--- src/shared/asa_map.vh ---
// Register map, codes and timing constants of the alarm aggregator
`ifndef ASA_MAP_VH
`define ASA_MAP_VH
`define ASA_CLK_HZ 50000000
`define ASA_MS_CYC (`ASA_CLK_HZ / 1000)
`define ASA_DWELL_MS 1000
`define ASA_WD_MS_RST 16'h03e8
`define ASA_STUCK_PCT 7'h4d
// Byte offsets
`define ASA_OFF_CTRL 4'h0
`define ASA_OFF_WDTO 4'h4
`define ASA_OFF_STAT 4'h8
`define ASA_OFF_DISP 4'hc
// Control fields
`define ASA_CTRL_W 8
`define ASA_CTRL_RST 8'h00
`define ASA_F_VAR_LO 0
`define ASA_F_VAR_HI 1
`define ASA_F_SEL_OPEN 2
`define ASA_F_SEL_ILIM 3
`define ASA_F_SEL_STUCK 4
`define ASA_F_SEL_WD 5
`define ASA_F_WD_EN 6
`define ASA_F_CL_FIT 7
// Product variants
`define ASA_VAR_FIRST 2'h0
`define ASA_VAR_SECOND 2'h1
`define ASA_VAR_THIRD 2'h2
// Alarm index order is the display priority, highest first
`define ASA_N_ALM 12
`define ASA_A_OVHEAT 0
`define ASA_A_PHASE 1
`define ASA_A_WDOG 2
`define ASA_A_STUCK 3
`define ASA_A_ILIM 4
`define ASA_A_OPEN 5
`define ASA_A_UNBAL 6
`define ASA_A_CARD 7
`define ASA_A_LINE 8
`define ASA_A_AUXHI 9
`define ASA_A_AUXLO 10
`define ASA_A_DRY 11
`define ASA_MSG_HOME 4'h0
`define ASA_RESP_OK 2'h0
`define ASA_RESP_ERR 2'h2
`endif

--- src/hw/asa_alarm_aggregator.v ---
// Alarm and message aggregator with AXI4-Lite register access
`timescale 1ns/1ps
`include "asa_map.vh"
module asa_alarm_aggregator #(
  parameter DWELL_CYC = `ASA_DWELL_MS * `ASA_MS_CYC,
  parameter MS_CYC = `ASA_MS_CYC
) (
  input wire sys_clk, // 50 MHz clock
  input wire srst, // Synchronous reset, high
  input wire clk_en, // Freezes all state while low
  input wire [3:0] s_axi_awaddr, // Write address
  input wire s_axi_awvalid, // Write address valid
  output reg s_axi_awready, // Write address ready
  input wire [31:0] s_axi_wdata, // Write data
  input wire [3:0] s_axi_wstrb, // Write strobes
  input wire s_axi_wvalid, // Write data valid
  output reg s_axi_wready, // Write data ready
  output reg [1:0] s_axi_bresp, // Write response
  output reg s_axi_bvalid, // Write response valid
  input wire s_axi_bready, // Write response ready
  input wire [3:0] s_axi_araddr, // Read address
  input wire s_axi_arvalid, // Read address valid
  output reg s_axi_arready, // Read address ready
  output reg [31:0] s_axi_rdata, // Read data
  output reg [1:0] s_axi_rresp, // Read response
  output reg s_axi_rvalid, // Read data valid
  input wire s_axi_rready, // Read data ready
  input wire elec_powered, // Electronics have supply
  input wire aux_over, // Aux supply above maximum
  input wire aux_under, // Aux supply below minimum
  input wire line_absent, // Line power missing
  input wire drying_active, // Heater drying controls output
  input wire load_open, // Load resistance above expected
  input wire cur_override, // Current loop overrides demand
  input wire [2:0] phase_lost, // Per-phase line loss
  input wire card_fault, // Memory card malfunction
  input wire switch_on_cont, // Power switch on continuously
  input wire overheat, // Heat sink above threshold
  input wire [2:0] leg_unbal, // Per-leg balance fault
  input wire comm_rx, // Serial or USB reception pulse
  input wire [6:0] set_point, // Demand set point in percent
  output reg [3:0] disp_msg, // Message code, 0 home page
  output reg disp_flash, // Upper line flashes
  output reg [1:0] disp_leg, // Unbalanced leg 1..3, 0 none
  output reg relay_energize, // Alarm relay drive
  output reg output_enable, // Load output allowed
  output reg output_reduce // Current limit reduces output
);

localparam NA = `ASA_N_ALM;

reg [`ASA_CTRL_W-1:0] ctrl;
reg [15:0] wd_ms;
reg [15:0] wd_cnt;
reg [31:0] ms_cnt;
reg wd_err;
reg [31:0] dwell_cnt;
reg [3:0] cur_idx;
reg cur_valid;
reg aw_got;
reg w_got;
reg [3:0] aw_addr;
reg [31:0] w_data;
reg [3:0] w_strb;
reg [NA-1:0] alm;
reg [3:0] next_idx;
reg next_valid;
reg [31:0] rd_val;
reg rd_ok;

wire [1:0] variant = ctrl[`ASA_F_VAR_HI:`ASA_F_VAR_LO];
wire is_third = (variant == `ASA_VAR_THIRD);
wire cl_fit = ctrl[`ASA_F_CL_FIT];
wire wd_en = ctrl[`ASA_F_WD_EN];
wire ph_alarm = is_third ? phase_lost[2] : (|phase_lost);
wire ph_side = is_third & (|phase_lost[1:0]);
wire stuck = ctrl[`ASA_F_SEL_STUCK] & switch_on_cont & (set_point < `ASA_STUCK_PCT);
wire ilim = cl_fit & cur_override;
wire ms_tick = (ms_cnt == MS_CYC - 1);
wire dwell_end = (dwell_cnt == DWELL_CYC - 1);
wire wr_go = aw_got & w_got & ~s_axi_bvalid;

// Finds the first active alarm after position cur, wrapping round, or from index 0 when from_top is set
function [4:0] pick_next;
  input [NA-1:0] vec;
  input [3:0] cur;
  input from_top;
  integer k;
  integer j;
  reg found;
  begin
    found = 1'b0;
    pick_next = 5'h00;
    for (k = 1; k <= NA; k = k + 1) begin
      j = from_top ? (k - 1) : ((cur + k) % NA);
      if (!found && vec[j]) begin
        found = 1'b1;
        pick_next = {1'b1, j[3:0]};
      end
    end
  end
endfunction

// Address to register value, flag set when mapped
function [32:0] reg_read;
  input [3:0] addr;
  input [`ASA_CTRL_W-1:0] c;
  input [15:0] t;
  input [NA-1:0] a;
  input [3:0] m;
  input [1:0] l;
  input r;
  input e;
  begin
    case (addr)
      `ASA_OFF_CTRL: reg_read = {1'b1, 24'h000000, c};
      `ASA_OFF_WDTO: reg_read = {1'b1, 16'h0000, t};
      `ASA_OFF_STAT: reg_read = {1'b1, 20'h00000, a};
      `ASA_OFF_DISP: reg_read = {1'b1, 24'h000000, e, r, l, m};
      default: reg_read = 33'h000000000;
    endcase
  end
endfunction

always @* begin
  alm = {NA{1'b0}};
  alm[`ASA_A_AUXHI] = aux_over;
  alm[`ASA_A_AUXLO] = aux_under;
  alm[`ASA_A_LINE] = elec_powered & (line_absent | ph_side);
  alm[`ASA_A_DRY] = drying_active;
  alm[`ASA_A_OPEN] = load_open;
  alm[`ASA_A_ILIM] = ilim;
  alm[`ASA_A_PHASE] = ph_alarm;
  alm[`ASA_A_CARD] = card_fault;
  alm[`ASA_A_STUCK] = stuck;
  alm[`ASA_A_OVHEAT] = overheat;
  alm[`ASA_A_UNBAL] = |leg_unbal;
  alm[`ASA_A_WDOG] = wd_err;
end

always @* begin
  {next_valid, next_idx} = pick_next(alm, cur_idx, ~cur_valid);
  {rd_ok, rd_val} = reg_read(s_axi_araddr, ctrl, wd_ms, alm, disp_msg,
    disp_leg, relay_energize, output_enable);
end

// Communication watchdog, counted in millisecond ticks
always @(posedge sys_clk) begin
  if (srst) begin
    ms_cnt <= 32'h00000000;
    wd_cnt <= 16'h0000;
    wd_err <= 1'b0;
  end else if (clk_en) begin
    if (!wd_en || comm_rx) begin
      ms_cnt <= 32'h00000000;
      wd_cnt <= 16'h0000;
      wd_err <= 1'b0;
    end else begin
      ms_cnt <= ms_tick ? 32'h00000000 : ms_cnt + 32'h00000001;
      if (ms_tick && wd_cnt != wd_ms)
        wd_cnt <= wd_cnt + 16'h0001;
      if (wd_cnt == wd_ms)
        wd_err <= 1'b1;
    end
  end
end

// Message rotation over the active set
always @(posedge sys_clk) begin
  if (srst) begin
    cur_idx <= 4'h0;
    cur_valid <= 1'b0;
    dwell_cnt <= 32'h00000000;
  end else if (clk_en) begin
    if (!cur_valid || !alm[cur_idx] || dwell_end) begin
      cur_idx <= next_idx;
      cur_valid <= next_valid;
      dwell_cnt <= 32'h00000000;
    end else begin
      dwell_cnt <= dwell_cnt + 32'h00000001;
    end
  end
end

// Display, relay and output drives
always @(posedge sys_clk) begin
  if (srst) begin
    disp_msg <= `ASA_MSG_HOME;
    disp_flash <= 1'b0;
    disp_leg <= 2'h0;
    relay_energize <= 1'b0;
    output_enable <= 1'b0;
    output_reduce <= 1'b0;
  end else if (clk_en) begin
    if (cur_valid && alm[cur_idx]) begin
      disp_msg <= cur_idx + 4'h1;
      disp_flash <= 1'b1;
    end else begin
      disp_msg <= `ASA_MSG_HOME;
      disp_flash <= 1'b0;
    end
    if (leg_unbal[0])
      disp_leg <= 2'h1;
    else if (leg_unbal[1])
      disp_leg <= 2'h2;
    else if (leg_unbal[2])
      disp_leg <= 2'h3;
    else
      disp_leg <= 2'h0;
    relay_energize <= elec_powered & ~overheat
      & ~(ctrl[`ASA_F_SEL_OPEN] & load_open)
      & ~(ctrl[`ASA_F_SEL_ILIM] & ilim)
      & ~stuck
      & ~(ctrl[`ASA_F_SEL_WD] & wd_err);
    output_enable <= ~ph_alarm & ~overheat & ~wd_err;
    output_reduce <= ilim & (variant != `ASA_VAR_SECOND);
  end
end

// AXI4-Lite write path: address and data taken in either order
always @(posedge sys_clk) begin
  if (srst) begin
    aw_got <= 1'b0;
    w_got <= 1'b0;
    aw_addr <= 4'h0;
    w_data <= 32'h00000000;
    w_strb <= 4'h0;
    s_axi_awready <= 1'b0;
    s_axi_wready <= 1'b0;
    s_axi_bvalid <= 1'b0;
    s_axi_bresp <= `ASA_RESP_OK;
    ctrl <= `ASA_CTRL_RST;
    wd_ms <= `ASA_WD_MS_RST;
  end else if (clk_en) begin
    s_axi_awready <= ~aw_got & ~(s_axi_awvalid & s_axi_awready);
    s_axi_wready <= ~w_got & ~(s_axi_wvalid & s_axi_wready);
    if (s_axi_awvalid && s_axi_awready) begin
      aw_got <= 1'b1;
      aw_addr <= s_axi_awaddr;
    end
    if (s_axi_wvalid && s_axi_wready) begin
      w_got <= 1'b1;
      w_data <= s_axi_wdata;
      w_strb <= s_axi_wstrb;
    end
    if (wr_go) begin
      aw_got <= 1'b0;
      w_got <= 1'b0;
      s_axi_bvalid <= 1'b1;
      s_axi_bresp <= `ASA_RESP_OK;
      case (aw_addr)
        `ASA_OFF_CTRL: begin
          if (w_strb[0])
            ctrl <= w_data[`ASA_CTRL_W-1:0];
        end
        `ASA_OFF_WDTO: begin
          if (w_strb[0])
            wd_ms[7:0] <= w_data[7:0];
          if (w_strb[1])
            wd_ms[15:8] <= w_data[15:8];
        end
        `ASA_OFF_STAT, `ASA_OFF_DISP: begin
          s_axi_bresp <= `ASA_RESP_OK;
        end
        default: begin
          s_axi_bresp <= `ASA_RESP_ERR;
        end
      endcase
    end else if (s_axi_bvalid && s_axi_bready) begin
      s_axi_bvalid <= 1'b0;
    end
  end
end

// AXI4-Lite read path
always @(posedge sys_clk) begin
  if (srst) begin
    s_axi_arready <= 1'b0;
    s_axi_rvalid <= 1'b0;
    s_axi_rdata <= 32'h00000000;
    s_axi_rresp <= `ASA_RESP_OK;
  end else if (clk_en) begin
    s_axi_arready <= ~s_axi_rvalid & ~(s_axi_arvalid & s_axi_arready);
    if (s_axi_arvalid && s_axi_arready) begin
      s_axi_rvalid <= 1'b1;
      s_axi_rdata <= rd_val;
      s_axi_rresp <= rd_ok ? `ASA_RESP_OK : `ASA_RESP_ERR;
    end else if (s_axi_rvalid && s_axi_rready) begin
      s_axi_rvalid <= 1'b0;
    end
  end
end

endmodule // asa_alarm_aggregator

--- config.mk ---
export PLATFORM = sky130hd
export DESIGN_NAME = asa_alarm_aggregator
export DESIGN_NICKNAME = d
export VERILOG_FILES = /design/src/hw/asa_alarm_aggregator.v
export VERILOG_INCLUDE_DIRS = /design/src /design/src/shared
export SDC_FILE = /design/constraint.sdc
export NUM_CORES = 1
export LEC_CHECK = 0
export BUFFER_PORTS_ARGS = -buffer_cell sky130_fd_sc_hd__buf_2
export CORE_AREA = 2 2 155 157
export DETAILED_ROUTE_END_ITERATION = 6
export DIE_AREA = 0 0 157 159
export GPL_ROUTABILITY_DRIVEN = 0
export GPL_TIMING_DRIVEN = 0
export SETUP_SLACK_MARGIN = 0.05
export SYNTH_ARGS = -nofsm -noshare
export SYNTH_HDL_FRONTEND = slang
export SYNTH_SLANG_ARGS = --single-unit
--- constraint.sdc ---
create_clock -name sys_clk -period 6.4 [get_ports sys_clk]
set_input_delay 0.64 -clock sys_clk [delete_from_list [all_inputs] [get_ports sys_clk]]
set_output_delay 0.64 -clock sys_clk [all_outputs]
set_load 0.02 [all_outputs]
==> metrics.csv <==
stage;metric;value;unit
synth;number of synthesized register bits;167;
drt;1st-pass router iterations;5;
sta;RSZ-0062 raised after global routing;no;
synth;Seq/Total Area, Yosys;32.3;%
critical_path;crit path DAT;6370;ps
global_route;vias in the first global route;9291;
synth;yosys warns;0;
finish;FF+latch area;3340;sq um
floorplanning;chip height;159;um
finish;final cell count without fillers;1757;
placed_design;port buffer count;89;
sta;Tmin final;6030;ps
clock_network;deepest clock path buffer count;2;
clock_network;worst-skew pair later-pin latency;440;ps
drt;uppermost layer routed;met4;
placed_design;Post-Place Cells;1724;
floorplanning;die width;157;um
pwr;Leak;0.00456;uW
sta;Slew @ Worst Pin;1420;ps
pwr;Worst VDD drop;0.194;mV
sta;final setup TNS;0;ps
synth;Cells after Synth;1299;
floorplanning;area of the core;23200;sq um
finish;final net count;1531;
outcome;status;finished clean;
finish;commonest non-fill, non-tap cell in the layout;nor2_1;
drt;Vias;10100;
clock_network;TritonCTS Buffers;17;
global_route;global route overflow;0;
global_route;pin count of the biggest net entering global routing;19;
floorplanning;Die ar.;25000;sq um
pwr;Seq pwr share;37.3;%
pwr;cell-internal power;1880;uW
sta;final setup violation count;0;
flow_run;number of max-cap violations;0;
synth;Netlist Area Pre-Place;10400;sq um
drt;met2 wire len;14400;um
clock_network;# clock sinks;167;
global_route;GRT Overall Usage;25.6;%
floorplanning;num rows;56;
finish;commonest cells after routing, fill and taps aside;185 x nor2_1, 167 x dfxtp_1, 124 x nand2_1, 102 x a21oi_1, 100 x buf_2;
sta;Worst slew margin;4.64;%
critical_path;Worst setup SP type;flip-flop;
drt;met1 WL;14600;um
finish;multi-input logic area;6550;sq um
drt;routed len/inst;18.3;um
sta;Tcrit/Tclk final;94.3;%
finish;Layout Utilization;51.2;%
pwr;Sw Ratio;34.8;%
clock_network;clock transition at the registers of the reported paths;80;ps
drt;WL final;32100;um
floorplanning;I/O Pins;127;
placed_design;hpwl dp;23900;um
sta;skew final;12.8;ps
finish;number of fill cells in the layout;2296;
clock_network;CTS H-Tree Depth;4;
pwr;clock share of power;36.6;%
placed_design;pre-CTS WS;425;ps
pwr;Comb pwr share;26.1;%
finish;share of layout cells above drive strength 1;13.2;%
synth;Syn Area/Cell;7.97;sq um
critical_path;kind of critical path;reg2reg;
clock_network;CTS Root Cell;clkbuf_16;
drt;initial drt markers;845;
clock_network;post-CTS setup buffers;0;
pwr;PwrDens;243;nW/um^2
drt;Avg Vias per Cell;5.74;
synth;Post-synth EDFFs;0;
synth;Async SR Flop Fraction;0;%
sta;f_max;0.166;GHz
critical_path;crit path max fanout;10;
critical_path;crit path capture type;flip-flop;
drt;DRT antenna net count;0;
drt;met3 routed wirelength;1970;um
pwr;Sw Pwr;1000;uW
drt;DRC Markers;0;
sta;setup slack after layout;368;ps
critical_path;Worst Path Required;6740;ps
synth;Synth Flop Type;dfxtp_1;
sta;Final Max Tran Viols;0;
clock_network;CTS tree;done;
global_route;initial antenna violation count;1;
finish;Layout area overhead;14.7;%
floorplanning;initial core utilization;44.7;%
worst_hold_path;worst hold path type;in2reg;
global_route;first-pass GRT wire length;50300;um
synth;synth unique cells;85;
sta;Final Hold Fails;0;
pwr;overall power consumption;2890;uW
[sequential cells by signal, summed over array words and instances, names as in the netlist, 2 cells and up]
name,cells
reg_read.t,16
wd_cnt,16
ctrl,8
disp_leg,2
disp_msg,4
dwell_cnt,32
w_data,16
s_axi_rdata,16
ms_cnt,32
cur_idx,4
aw_addr,4
w_strb,2
[layer usage]
metal	vias up	GRT usage, %
met5	-	0
met4	0	10.1
met3	81	4.27
met2	382	40.2
met1	4745	34.9
li1	4885	-
[cells by family after synthesis]
kind of cell | count (synthesis) | share of synthesized area [%]
multiplexers | 51 | 5.93
adder cells (fa/ha/maj) | 31 | 3.74
AND/OR/NAND/NOR | 557 | 26.6
AO/OA/AOI/OAI | 283 | 18.5
XOR/XNOR | 90 | 7.76
other | 1 | 0.0362
flip-flops | 167 | 32.3
buffers and inverters | 119 | 5.13
[cell usage after synthesis, types with 13 or more instances]
master    count  area (sq um)
a22oi_1      19           143
nor3_1       20           100
a21oi_1     102           510
xor2_1       50           438
xnor2_1      38           333
ha_1         31           388
nand3_1      48           240
inv_1        33           124
nand2b_1     13          81.3
o21ai_0      28           140
and3_1       28           175
nand2_1     124           465
nand4_1      25           156
nor4_1       15          93.8
dfxtp_1     167          3340
nor2_1      185           694
nor2b_1      20           125
mux2i_1      40           400
buf_4        19           143
clkbuf_1     48           180
or3_1        15          93.8
a211oi_1     17           128
[critical path, cell delays in order, from the launching register on]
cell	delay (ps)
dfxtp_1	640
buf_2	410
inv_1	340
ha_1	320
a21oi_1	190
xnor2_1	220
ha_1	330
a21oi_1	70
mux2i_1	320
inv_1	80
ha_1	250
or3b_2	450
o31ai_1	100
a31oi_1	150
a211oi_2	360
mux2_2	260
nand3_1	80
or4_1	400
buf_2	190
nor4b_4	370
nor4_1	120
o41ai_2	280
[worst paths after layout]
| path | from | end | slack, ps | cells past startpoint |
|---|---|---|---|---|
| setup / recovery | cur_idx[2] | cur_idx[0] | 370 | 21 |
| hold / removal | s_axi_awaddr[3] | aw_addr[3] | 430 | 3 |
| setup reg to reg | cur_idx[2] | cur_idx[0] | 370 | 21 |
| hold reg to reg | w_strb[1] | w_strb[1] | 460 | 2 |
[final cells by class]
| cell class | count | share of cell area [%] |
|---|---|---|
| sequential | 167 | 28.1 |
| inverter | 35 | 1.11 |
| tap | 319 | 3.36 |
| multi-input combinational | 1030 | 55.1 |
| clock buffer | 17 | 3.58 |
| clock inverter | 15 | 1.55 |
| antenna | 1 | 0.0211 |
| timing repair buffer | 89 | 3.75 |
| buffer | 84 | 3.37 |
[power groups by stage]
stage          Sequential, uW  Combinational [uW]  Clock [uW]
6_report                 1080                 753        1060
5_1_grt                  1080                 819        1120
4_1_cts                  1070                 734        1080
3_5_place_dp             1100                 730           0
3_3_place_gp             1100                 723           0
2_1_floorplan            1100                 523           0
[what timing repair did]
action,CTS,global route
resized for setup,0,1
hold buffers,0,0
endpoints found under the setup margin,0,3
[through the flow]
stage	hold WS (ps)	cell area [sq um]
floorplan	432	10400
global placement	442	11300
detailed placement	446	11300
CTS	418	11900
global route	426	11900
finish	426	11900
No activity file was read; power rests on OpenSTA's default activity.
